<file path="src/converter_regs_defs.vh">
// Register map, field positions and reset values of the serial register bank.
// Included by the register bank only; holds definitions and nothing else.
`ifndef CONVERTER_REGS_DEFS_VH
`define CONVERTER_REGS_DEFS_VH

// ----------------------------------------------------------------------
// Byte addresses
// ----------------------------------------------------------------------
`define ADDR_CONFIG_A        15'h0000
`define ADDR_CHIP_TYPE       15'h0003
`define ADDR_PART_ID_LO      15'h0004
`define ADDR_PART_ID_HI      15'h0005
`define ADDR_VERSION         15'h0006
`define ADDR_MAKER_ID_LO     15'h000C
`define ADDR_MAKER_ID_HI     15'h000D
`define ADDR_USER_IF_CONFIG  15'h0010
`define ADDR_CLOCK_CTRL_A    15'h0029
`define ADDR_CLOCK_CTRL_B    15'h002A
`define ADDR_ALIGN_POS_0     15'h002C
`define ADDR_ALIGN_POS_1     15'h002D
`define ADDR_ALIGN_POS_2     15'h002E
`define ADDR_FS_A_LO         15'h0030
`define ADDR_FS_A_HI         15'h0031
`define ADDR_FS_B_LO         15'h0032
`define ADDR_FS_B_HI         15'h0033
`define ADDR_REF_BYPASS      15'h0038
`define ADDR_TIMESTAMP_CTRL  15'h003B

// ----------------------------------------------------------------------
// Fields and reset values
// ----------------------------------------------------------------------
`define CFG_A_DIR_UP_BIT     5
`define CFG_A_WIRE4_BIT      4
`define UIC_HOLD_BIT         0
`define CHIP_TYPE_VALUE      8'h03
`define RST_DIR_UP           1'b1
`define RST_USER_IF_CONFIG   8'h00
`define RST_CLOCK_CTRL_A     8'h00
`define RST_CLOCK_CTRL_B     8'h20
`define RST_FULL_SCALE       16'hA000
`define RST_REF_BYPASS       8'h00
`define RST_TIMESTAMP_CTRL   8'h00

// ----------------------------------------------------------------------
// Frame layout
// ----------------------------------------------------------------------
`define HDR_LAST_BIT         5'h0F
`define DATA_LAST_BIT        3'h7

`endif

</file>
<file path="src/converter_id_spi_regs.v">
// Serial register bank: identity, version, interface configuration and
// analog control registers reached over a 4-wire serial port.
// Assumes the serial clock runs well below a quarter of i_clk_sys, since
// every serial input passes a two-stage synchroniser before it is used.

`include "converter_regs_defs.vh"

module converter_id_spi_regs #(
	parameter [15:0] PART_IDENTITY   = 16'h5A3C, // Value is arbitrary.
	parameter [7:0]  SILICON_VERSION = 8'h3C,    // Value is arbitrary.
	parameter [15:0] MAKER_IDENTITY  = 16'h7E21  // Value is arbitrary.
) (
	// Clock and reset
	input  wire        i_clk_sys,
	input  wire        i_rst_n,
	// Serial port
	input  wire        i_spi_sclk,
	input  wire        i_spi_cs_n,
	input  wire        i_spi_sdi,
	output reg         o_spi_sdo,
	output reg         o_spi_sdo_oe,
	// Analog status
	input  wire [23:0] i_alignment_edge_position,
	// Analog controls
	output reg  [7:0]  o_clock_control_a,
	output reg  [7:0]  o_clock_control_b,
	output reg  [15:0] o_input_a_full_scale,
	output reg  [15:0] o_input_b_full_scale,
	output reg  [7:0]  o_reference_bypass,
	output reg  [7:0]  o_timestamp_input_control
);

	// ------------------------------------------------------------------
	// Frame states
	// ------------------------------------------------------------------
	localparam [2:0] ST_IDLE = 3'b001;
	localparam [2:0] ST_HDR  = 3'b010;
	localparam [2:0] ST_DATA = 3'b100;

	reg        sclk_meta;
	reg        sclk_sync;
	reg        sclk_prev;
	reg        cs_n_meta;
	reg        cs_n_sync;
	reg        sdi_meta;
	reg        sdi_sync;
	reg [23:0] align_meta;
	reg [23:0] align_pos;
	reg [2:0]  state;
	reg [4:0]  hdr_cnt;
	reg [14:0] hdr_shift;
	reg [2:0]  data_cnt;
	reg [6:0]  wr_shift;
	reg [7:0]  rd_shift;
	reg        is_read;
	reg [14:0] addr;
	reg        dir_up;
	reg [7:0]  user_if_config;

	wire        sclk_rise = sclk_sync & ~sclk_prev;
	wire        sclk_fall = ~sclk_sync & sclk_prev;
	wire [14:0] hdr_addr  = {hdr_shift[13:0], sdi_sync};
	wire        byte_end  = (state == ST_DATA) && sclk_rise &&
		(data_cnt == `DATA_LAST_BIT) && !cs_n_sync;
	wire        wr_strobe = byte_end && !is_read;
	wire [7:0]  wr_byte   = {wr_shift, sdi_sync};

	// ------------------------------------------------------------------
	// Decoders
	// ------------------------------------------------------------------
	function [7:0] read_byte;
		input [14:0] a;
		begin
			case (a)
				`ADDR_CONFIG_A:       read_byte = {2'b00, dir_up, 1'b1, 4'h0};
				`ADDR_CHIP_TYPE:      read_byte = `CHIP_TYPE_VALUE;
				`ADDR_PART_ID_LO:     read_byte = PART_IDENTITY[7:0];
				`ADDR_PART_ID_HI:     read_byte = PART_IDENTITY[15:8];
				`ADDR_VERSION:        read_byte = SILICON_VERSION;
				`ADDR_MAKER_ID_LO:    read_byte = MAKER_IDENTITY[7:0];
				`ADDR_MAKER_ID_HI:    read_byte = MAKER_IDENTITY[15:8];
				`ADDR_USER_IF_CONFIG: read_byte = user_if_config;
				`ADDR_CLOCK_CTRL_A:   read_byte = o_clock_control_a;
				`ADDR_CLOCK_CTRL_B:   read_byte = o_clock_control_b;
				`ADDR_ALIGN_POS_0:    read_byte = align_pos[7:0];
				`ADDR_ALIGN_POS_1:    read_byte = align_pos[15:8];
				`ADDR_ALIGN_POS_2:    read_byte = align_pos[23:16];
				`ADDR_FS_A_LO:        read_byte = o_input_a_full_scale[7:0];
				`ADDR_FS_A_HI:        read_byte = o_input_a_full_scale[15:8];
				`ADDR_FS_B_LO:        read_byte = o_input_b_full_scale[7:0];
				`ADDR_FS_B_HI:        read_byte = o_input_b_full_scale[15:8];
				`ADDR_REF_BYPASS:     read_byte = o_reference_bypass;
				`ADDR_TIMESTAMP_CTRL: read_byte = o_timestamp_input_control;
				default:              read_byte = 8'h00;
			endcase
		end
	endfunction

	function [14:0] step_addr;
		input [14:0] a;
		begin
			if (user_if_config[`UIC_HOLD_BIT]) begin
				step_addr = a;
			end else if (dir_up) begin
				step_addr = a + 15'h0001;
			end else begin
				step_addr = a - 15'h0001;
			end
		end
	endfunction

	// ------------------------------------------------------------------
	// Synchronisers
	// ------------------------------------------------------------------
	// The position bus changes only while software is not reading it, so
	// a plain two-stage bus synchroniser is accepted here.
	always @(posedge i_clk_sys or negedge i_rst_n) begin
		if (!i_rst_n) begin
			sclk_meta  <= 1'b0;
			sclk_sync  <= 1'b0;
			sclk_prev  <= 1'b0;
			cs_n_meta  <= 1'b1;
			cs_n_sync  <= 1'b1;
			sdi_meta   <= 1'b0;
			sdi_sync   <= 1'b0;
			align_meta <= 24'h000000;
			align_pos  <= 24'h000000;
		end else begin
			sclk_meta  <= i_spi_sclk;
			sclk_sync  <= sclk_meta;
			sclk_prev  <= sclk_sync;
			cs_n_meta  <= i_spi_cs_n;
			cs_n_sync  <= cs_n_meta;
			sdi_meta   <= i_spi_sdi;
			sdi_sync   <= sdi_meta;
			align_meta <= i_alignment_edge_position;
			align_pos  <= align_meta;
		end
	end

	// ------------------------------------------------------------------
	// Serial frame engine
	// ------------------------------------------------------------------
	// Input is taken on rising clock edges and output moves on falling
	// edges, so a read byte is loaded at the rising edge that ends the
	// previous header or byte.
	always @(posedge i_clk_sys or negedge i_rst_n) begin
		if (!i_rst_n) begin
			state        <= ST_IDLE;
			hdr_cnt      <= 5'h00;
			hdr_shift    <= 15'h0000;
			data_cnt     <= 3'h0;
			wr_shift     <= 7'h00;
			rd_shift     <= 8'h00;
			is_read      <= 1'b0;
			addr         <= 15'h0000;
			o_spi_sdo    <= 1'b0;
			o_spi_sdo_oe <= 1'b0;
		end else if (cs_n_sync) begin
			state        <= ST_IDLE;
			hdr_cnt      <= 5'h00;
			data_cnt     <= 3'h0;
			o_spi_sdo    <= 1'b0;
			o_spi_sdo_oe <= 1'b0;
		end else begin
			case (state)
				ST_IDLE: begin
					state <= ST_HDR;
				end
				ST_HDR: begin
					if (sclk_rise) begin
						hdr_shift <= hdr_addr;
						hdr_cnt   <= hdr_cnt + 5'h01;
						if (hdr_cnt == `HDR_LAST_BIT) begin
							addr         <= hdr_addr;
							is_read      <= hdr_shift[14];
							rd_shift     <= read_byte(hdr_addr);
							o_spi_sdo_oe <= hdr_shift[14];
							data_cnt     <= 3'h0;
							state        <= ST_DATA;
						end
					end
				end
				ST_DATA: begin
					if (sclk_rise) begin
						wr_shift <= wr_byte[6:0];
						data_cnt <= data_cnt + 3'h1;
						if (data_cnt == `DATA_LAST_BIT) begin
							addr     <= step_addr(addr);
							rd_shift <= read_byte(step_addr(addr));
						end
					end else if (sclk_fall && is_read) begin
						o_spi_sdo <= rd_shift[7];
						rd_shift  <= {rd_shift[6:0], 1'b0};
					end
				end
				default: begin
					state <= ST_IDLE;
				end
			endcase
		end
	end

	// ------------------------------------------------------------------
	// Writable registers
	// ------------------------------------------------------------------
	// Identity, version, type and position addresses have no case here,
	// so a write to them is dropped.
	always @(posedge i_clk_sys or negedge i_rst_n) begin
		if (!i_rst_n) begin
			dir_up                    <= `RST_DIR_UP;
			user_if_config            <= `RST_USER_IF_CONFIG;
			o_clock_control_a         <= `RST_CLOCK_CTRL_A;
			o_clock_control_b         <= `RST_CLOCK_CTRL_B;
			o_input_a_full_scale      <= `RST_FULL_SCALE;
			o_input_b_full_scale      <= `RST_FULL_SCALE;
			o_reference_bypass        <= `RST_REF_BYPASS;
			o_timestamp_input_control <= `RST_TIMESTAMP_CTRL;
		end else if (wr_strobe) begin
			case (addr)
				`ADDR_CONFIG_A: begin
					dir_up <= wr_byte[`CFG_A_DIR_UP_BIT];
				end
				`ADDR_USER_IF_CONFIG: begin
					user_if_config <= wr_byte;
				end
				`ADDR_CLOCK_CTRL_A: begin
					o_clock_control_a <= wr_byte;
				end
				`ADDR_CLOCK_CTRL_B: begin
					o_clock_control_b <= wr_byte;
				end
				`ADDR_FS_A_LO: begin
					o_input_a_full_scale[7:0] <= wr_byte;
				end
				`ADDR_FS_A_HI: begin
					o_input_a_full_scale[15:8] <= wr_byte;
				end
				`ADDR_FS_B_LO: begin
					o_input_b_full_scale[7:0] <= wr_byte;
				end
				`ADDR_FS_B_HI: begin
					o_input_b_full_scale[15:8] <= wr_byte;
				end
				`ADDR_REF_BYPASS: begin
					o_reference_bypass <= wr_byte;
				end
				`ADDR_TIMESTAMP_CTRL: begin
					o_timestamp_input_control <= wr_byte;
				end
				default: begin
					dir_up <= dir_up;
				end
			endcase
		end
	end

endmodule // converter_id_spi_regs

</file>
<file path="config.mk">
export PLATFORM = sky130hd
export DESIGN_NAME = converter_id_spi_regs
export DESIGN_NICKNAME = d
export VERILOG_FILES = /design/src/converter_id_spi_regs.v
export VERILOG_INCLUDE_DIRS = /design/src
export SDC_FILE = /design/constraint.sdc
export NUM_CORES = 1
export LEC_CHECK = 0
export BUFFER_PORTS_ARGS = -buffer_cell sky130_fd_sc_hd__buf_2
export CAP_MARGIN = 30
export CORE_MARGIN = 2
export CORE_UTILIZATION = 30
export DETAILED_ROUTE_END_ITERATION = 8
export PLACE_DENSITY = 0.54
export SYNTH_ARGS = -nofsm -noshare
export SYNTH_HDL_FRONTEND = slang
export SYNTH_SLANG_ARGS = --single-unit
</file>
<file path="constraint.sdc">
create_clock -name i_clk_sys -period 4.9 [get_ports i_clk_sys]
set_clock_uncertainty 0.05 [all_clocks]
set_input_delay 0.98 -clock i_clk_sys [delete_from_list [all_inputs] [get_ports i_clk_sys]]
set_output_delay 0.98 -clock i_clk_sys [all_outputs]
set_load 0.005 [all_outputs]
</file>
==> results of run 1 <==
## area by class of cell
class,count,area (sq um)
Sequential cell,187,4690
Multi-Input combinational cell,732,5490
Clock inverter,13,92.6
Clock buffer,19,433
Fill cell,3495,22500
Inverter,12,45.0
Timing Repair Buffer,119,671
Tap cell,455,569
## stage by stage
step                      setup WS (ns)  power, mW  cells
after floorplan                    1.50       1.70    989
after global placement            0.886       1.79   1503
after detailed placement          0.835       1.80   1505
after CTS                         0.796       3.09   1537
after global routing              0.506       3.18   1537
final                             0.744       3.05   1537
## cells in the final DEF, fill, tap and decap left out, types with 6 or more instances in the layout
cell type	count
o22ai_1	18
dfrtp_1	178
a21o_1	10
nor4_1	7
clkbuf_16	17
a21oi_1	48
a31oi_1	13
and3_1	16
nor4_2	6
ha_1	17
a22o_1	14
and4_1	6
a32oi_1	6
nand2b_1	11
nand3_1	22
a211oi_1	10
nor3_1	15
mux2i_1	27
or3_1	6
nand2_1	79
o21ai_0	35
o211ai_1	9
a221oi_1	14
inv_1	11
buf_4	24
nor2_1	60
nor3b_1	6
a211o_1	6
buf_2	93
a22oi_1	17
nand4_1	14
o21ai_1	6
nor2b_1	11
dfstp_2	9
mux2_2	99
## power breakdown
| part | total (mW) | switching (mW) | internal [mW] |
|---|---|---|---|
| Sequential | 1.61 | 0.0393 | 1.57 |
| Combinational | 0.153 | 0.101 | 0.0516 |
| Clock | 1.29 | 0.634 | 0.652 |
| Total | 3.05 | 0.774 | 2.28 |
## sequential cells by signal, summed over array words and instances (netlist names), 7 cells and up
| name | count |
|---|---|
| o_input_a_full_scale | 16 |
| align_meta | 24 |
| o_clock_control_a | 8 |
| rd_shift | 8 |
| hdr_shift | 15 |
| addr | 15 |
| wr_shift | 7 |
| align_pos | 24 |
| user_if_config | 8 |
| o_reference_bypass | 8 |
| o_timestamp_input_control | 8 |
| o_input_b_full_scale | 16 |
| o_clock_control_b | 8 |
## worst max-delay path by stage
| stage | from | end | slack [ns] |
|---|---|---|---|
| global route | dir_up$_DFFE_PN1P_ | rd_shift[6]$_DFFE_PN0P_ | 0.51 |
| floorplan | dir_up$_DFFE_PN1P_ | rd_shift[1]$_DFFE_PN0P_ | 1.50 |
| detailed placement | dir_up$_DFFE_PN1P_ | rd_shift[2]$_DFFE_PN0P_ | 0.83 |
| CTS | dir_up$_DFFE_PN1P_ | rd_shift[2]$_DFFE_PN0P_ | 0.80 |
| finish | dir_up$_DFFE_PN1P_ | rd_shift[2]$_DFFE_PN0P_ | 0.74 |
| global placement | dir_up$_DFFE_PN1P_ | rd_shift[2]$_DFFE_PN0P_ | 0.89 |
## layer usage
| layer | global-route usage (%) | wire length (um) | up-vias |
|---|---|---|---|
| met3 | 4.17 | 2380 | 92 |
| li1 | - | - | 3967 |
| met2 | 32.5 | 16900 | 378 |
| met5 | 0 | 0 | - |
| met1 | 27.7 | 16200 | 4430 |
| met4 | 9.67 | 1590 | 0 |
## logic make-up after synthesis
logic type               count (synthesis)  share of synthesized area [%]
AND/OR/NAND/NOR                        301                           16.4
AO/OA/AOI/OAI                          275                           19.1
buffers and inverters                   70                           3.04
flip-flops                             187                           44.7
adder cells (fa/ha/maj)                 18                           2.22
multiplexers                           128                           13.6
XOR/XNOR                                10                          0.906
## worst max-delay path: cells and delay by family, from the launching register on
family / cells / cell delay (ns)
DFF: 1 / 0.60
buffers and inverters: 1 / 0.29
and+or+nand+nor: 3 / 1.11
adders and majority gates: 1 / 0.54
AOI/OAI and AO/OA: 6 / 1.48
==> impl_metrics.toml, run 1 <==
[die]
start_util_pct = 30.5
ioPinCount = 95
fp.coreArea_sq_mm = 0.0345
rows = 68
die_h_um = 191
die_area_sq_mm = 0.0365
fp.dieW_um = 191

[synthesis]
yosysMostFrequentCell = "dfrtp_1"
yosys_most_used_dff = "dfrtp_1"
synth_top_area_cell = "dfrtp_1"
yosys_warnings = 0
yosysSeqAreaShare_pct = 44.7
yosysTopAreaCellShare_pct = 42.4
syn_area_sq_mm = 0.0105
netlist_instances = 989
ys_ff_latch = 187
synth_area_leaders = "dfrtp_1 42%, mux2_2 11%, nand2_1 2.8%"
async_flop_share_pct = 100
synth_fp_nets = 1036
syn_area_per_cell_sq_um = 10.6
synth_common_cells = "178 x dfrtp_1, 99 x mux2_2, 79 x nand2_1"
synth_edf_count = 0
synth_cell_types = 101

[power]
total_leakage_power_nw = 5.34
p_per_area_mw_per_mm2 = 255
worst_ir_drop_vdd_v = 0.000334

[timing]
slew_headroom_pct = 31.4
setup_viol = 0
min_period_ns = 4.16
drv_slew = 0
fin_crit_sh_pct = 84.8
hold_ws_ns = 0.293
rsz0062_at_grt = "false"
tightest_slew_ns = 1.02
hold_viol_final = 0
fin_setup_tns_ns = 0
fmax_mhz = 241

[route]
vias = 8867
antenna_left = 0
drcViolationCount = 0
vias_per_cell = 5.77
wire_per_inst_um = 24.1
drt-initial-drc-count = 968
dr.pass1.iters = 6
totalWireLength_mm = 37.0

[placement]
portBuffers = 94
dp_hpwl_mm = 27.2
gp_congestion = 0.929
placed_area_sq_mm = 0.0115

[clock_network]
cts.reportedPaths.clkPinSlew_ns = 0.07
clkSinkCount = 187
cts_root_buffer = "clkbuf_16"
clk_latency_ns = 0.46
cts_buffer_depth = 2
cts-htree-levels = 4
cts_resized = 0
cts_hold_buf = 0
cts_tree = "yes"
numCtsBuffers = 17
post_cts_buffers = 0

[final_layout]
syn_to_final_growth_pct = 14.2
drive_gt1_share_pct = 27.7
stdcell_area_sq_mm = 0.0120
diodes = 0
nets = 1116
final_core_util_pct = 34.8

[global_route]
antenna_found_initial = 0
grt_pass1_wl_mm = 56.2
track_usage_pct = 20.8
grt_max_degree = 92
grt_pass1_vias = 8780
grt-ovfl-total = 0

[worst_hold_path]
hold_path_end = "align_pos[11]$_DFF_PN0_"
worst_hold_path_type = "flip-flop to flip-flop"
hp-start = "align_meta[11]$_DFF_PN0_"
hold_depth = 0

[setup_path]
cp_max_fo = 15
path_cells = "inv_1, fa_1, a211oi_2, o211ai_1, a21o_1, o2111ai_1, nand3_1, or4b_1, nor3_2, a222oi_1, a21oi_1"
slowest_delay_ns = 0.60
cp-start-kind = "flip-flop"
ff2ff_path_depth = 11
rrSetupSlack_ns = 0.74
r2r_end = "rd_shift[2]$_DFFE_PN0P_"
cp_slowest_cell = "dfstp_2"
arrival_ns = 4.49
crit_required_ns = 5.23
crit_type = "flip-flop to flip-flop"
r2r_start = "dir_up$_DFFE_PN1P_"
endpoint_kind = "flip-flop"

[run_status]
status = "complete, no violations"

[flow_run]
cap_viol_max_count = 0
Power figures use the tool's default switching activity.
==> run 2: changes to the inputs <==
Clock period 4.9 ns to 4.3 ns, I/O delays scaled along.
==> impl_metrics.toml, run 2 (synthesized netlist as in run 1, its figures left out) <==
[setup_path]
cp_slowest_cell = "dfstp_2"
crit_required_ns = 4.63
rrSetupSlack_ns = 0.26
cp_max_fo = 15
cp-start-kind = "flip-flop"
cp.buffers_inverters = 2
crit_type = "flip-flop to flip-flop"
slowest_delay_ns = 0.62
crit_family = "compound AO/OA/AOI/OAI gates"
path_cells = "clkinvlp_4, buf_12, fa_1, a211oi_2, o211ai_1, a21o_1, o2111ai_1, nand3_1, or4b_1, nor3_2, a222oi_1, a21oi_1"
endpoint_kind = "flip-flop"
arrival_ns = 4.37

[die]
fp.dieW_um = 191
start_util_pct = 30.5
fp.coreArea_sq_mm = 0.0345
rows = 68
ioPinCount = 95
die_area_sq_mm = 0.0365
die_h_um = 191

[final_layout]
fin_cells = 1558
diodes = 0
stdcell_area_sq_mm = 0.0123
drive_gt1_share_pct = 29.5
final_common_cell = "dfrtp_1"
final_cell_mix = "178 x dfrtp_1, 99 x mux2_2, 93 x buf_2"
nets = 1137
syn_to_final_growth_pct = 16.9
reg_top3 = "align_meta (24), align_pos (24)"

[timing]
setup_viol = 0
tightest_slew_ns = 0.966
hold_viol_final = 0
fmax_mhz = 248
hold_ws_ns = 0.183
fin_setup_tns_ns = 0
min_period_ns = 4.04
setup_ws_ns = 0.264
drv_slew = 0
fin_crit_sh_pct = 93.9
rsz0062_at_grt = "false"
slew_headroom_pct = 35.2

[clock_network]
cts_hold_buf = 0
cts_root_buffer = "clkbuf_16"
cts_tree = "yes"
cts.reportedPaths.clkPinSlew_ns = 0.08
numCtsBuffers = 17
clkSinkCount = 187
clk_latency_ns = 0.45
cts-htree-levels = 4
cts_buffer_depth = 2

[power]
p_per_area_mw_per_mm2 = 296
total_leakage_power_nw = 5.49
worst_ir_drop_vdd_v = 0.000244

[global_route]
grt_max_degree = 115
antenna_found_initial = 0
grtUsageMet1_pct = 28.3
grt_pass1_vias = 8594
grt_pass1_wl_mm = 56.6
grt-ovfl-total = 0
track_usage_pct = 21.0
grt-busiest-layer = "met2"
gr-usage-met3_pct = 3.78
grtUsageMet2_pct = 33.4

[run_status]
status = "complete, no violations"

[route]
drt-initial-drc-count = 854
drcViolationCount = 0
vias = 8973
antenna_left = 0
totalWireLength_mm = 38.0
wire_per_inst_um = 24.4
dr.pass1.iters = 6
vias_per_cell = 5.76

[placement]
gp_congestion = 0.969
place_inst = 1524
pre_cts_ws_ns = 0.225
dp_hpwl_mm = 27.9
placed_area_sq_mm = 0.0116
portBuffers = 94

[flow_run]
cap_viol_max_count = 0

[worst_hold_path]
worst_hold_path_type = "input pin to asynchronous set/reset pin"
==> run 2: area by class of cell <==
cell class,instances,area (sq um)
inverter,12,48.8
tap,455,569
fill,3472,22200
clock inverter,15,158
timing repair buffer,140,882
multi-input combinational,732,5500
sequential,187,4690
clock buffer,17,425
==> run 2: routing by layer <==
layer / vias up / wire length (um)
li1: 3989 / -
met2: 370 / 17700
met1: 4546 / 16600
met4: 0 / 1290
met3: 68 / 2340
met5: - / 0
==> run 2: worst paths after layout <==
path                            depth (start not counted)                              endpoint                startpoint
worst max-delay path                                   12               rd_shift[2]$_DFFE_PN0P_        dir_up$_DFFE_PN1P_
worst min-delay path                                    1              align_meta[12]$_DFF_PN0_                   i_rst_n
worst max register to register                         12               rd_shift[2]$_DFFE_PN0P_        dir_up$_DFFE_PN1P_
worst min register to register                          0               align_pos[16]$_DFF_PN0_  align_meta[16]$_DFF_PN0_
max in group asynchronous                               3  o_input_a_full_scale[13]$_DFFE_PN1P_                   i_rst_n
min in group i_clk_sys                                  0               align_pos[16]$_DFF_PN0_  align_meta[16]$_DFF_PN0_
==> run 2: what timing repair did <==
action,in CTS,in global routing
endpoints found under the setup margin,0,6
setup buffers,0,1
gates resized for setup,0,4
==> run 2: through the flow <==
stage / util (%) / total power, mW
2_1_floorplan: - / 1.94
3_3_place_gp: 33.7 / 2.05
3_5_place_dp: 33.7 / 2.05
4_1_cts: 35.4 / 3.66
5_1_grt: 35.6 / 3.75
6_report: 35.6 / 3.63
==> run 2: where the power goes <==
part | switching (mW) | total (mW) | internal [mW]
Clock | 0.785 | 1.61 | 0.825
Sequential | 0.0420 | 1.83 | 1.79
Combinational | 0.122 | 0.190 | 0.0678
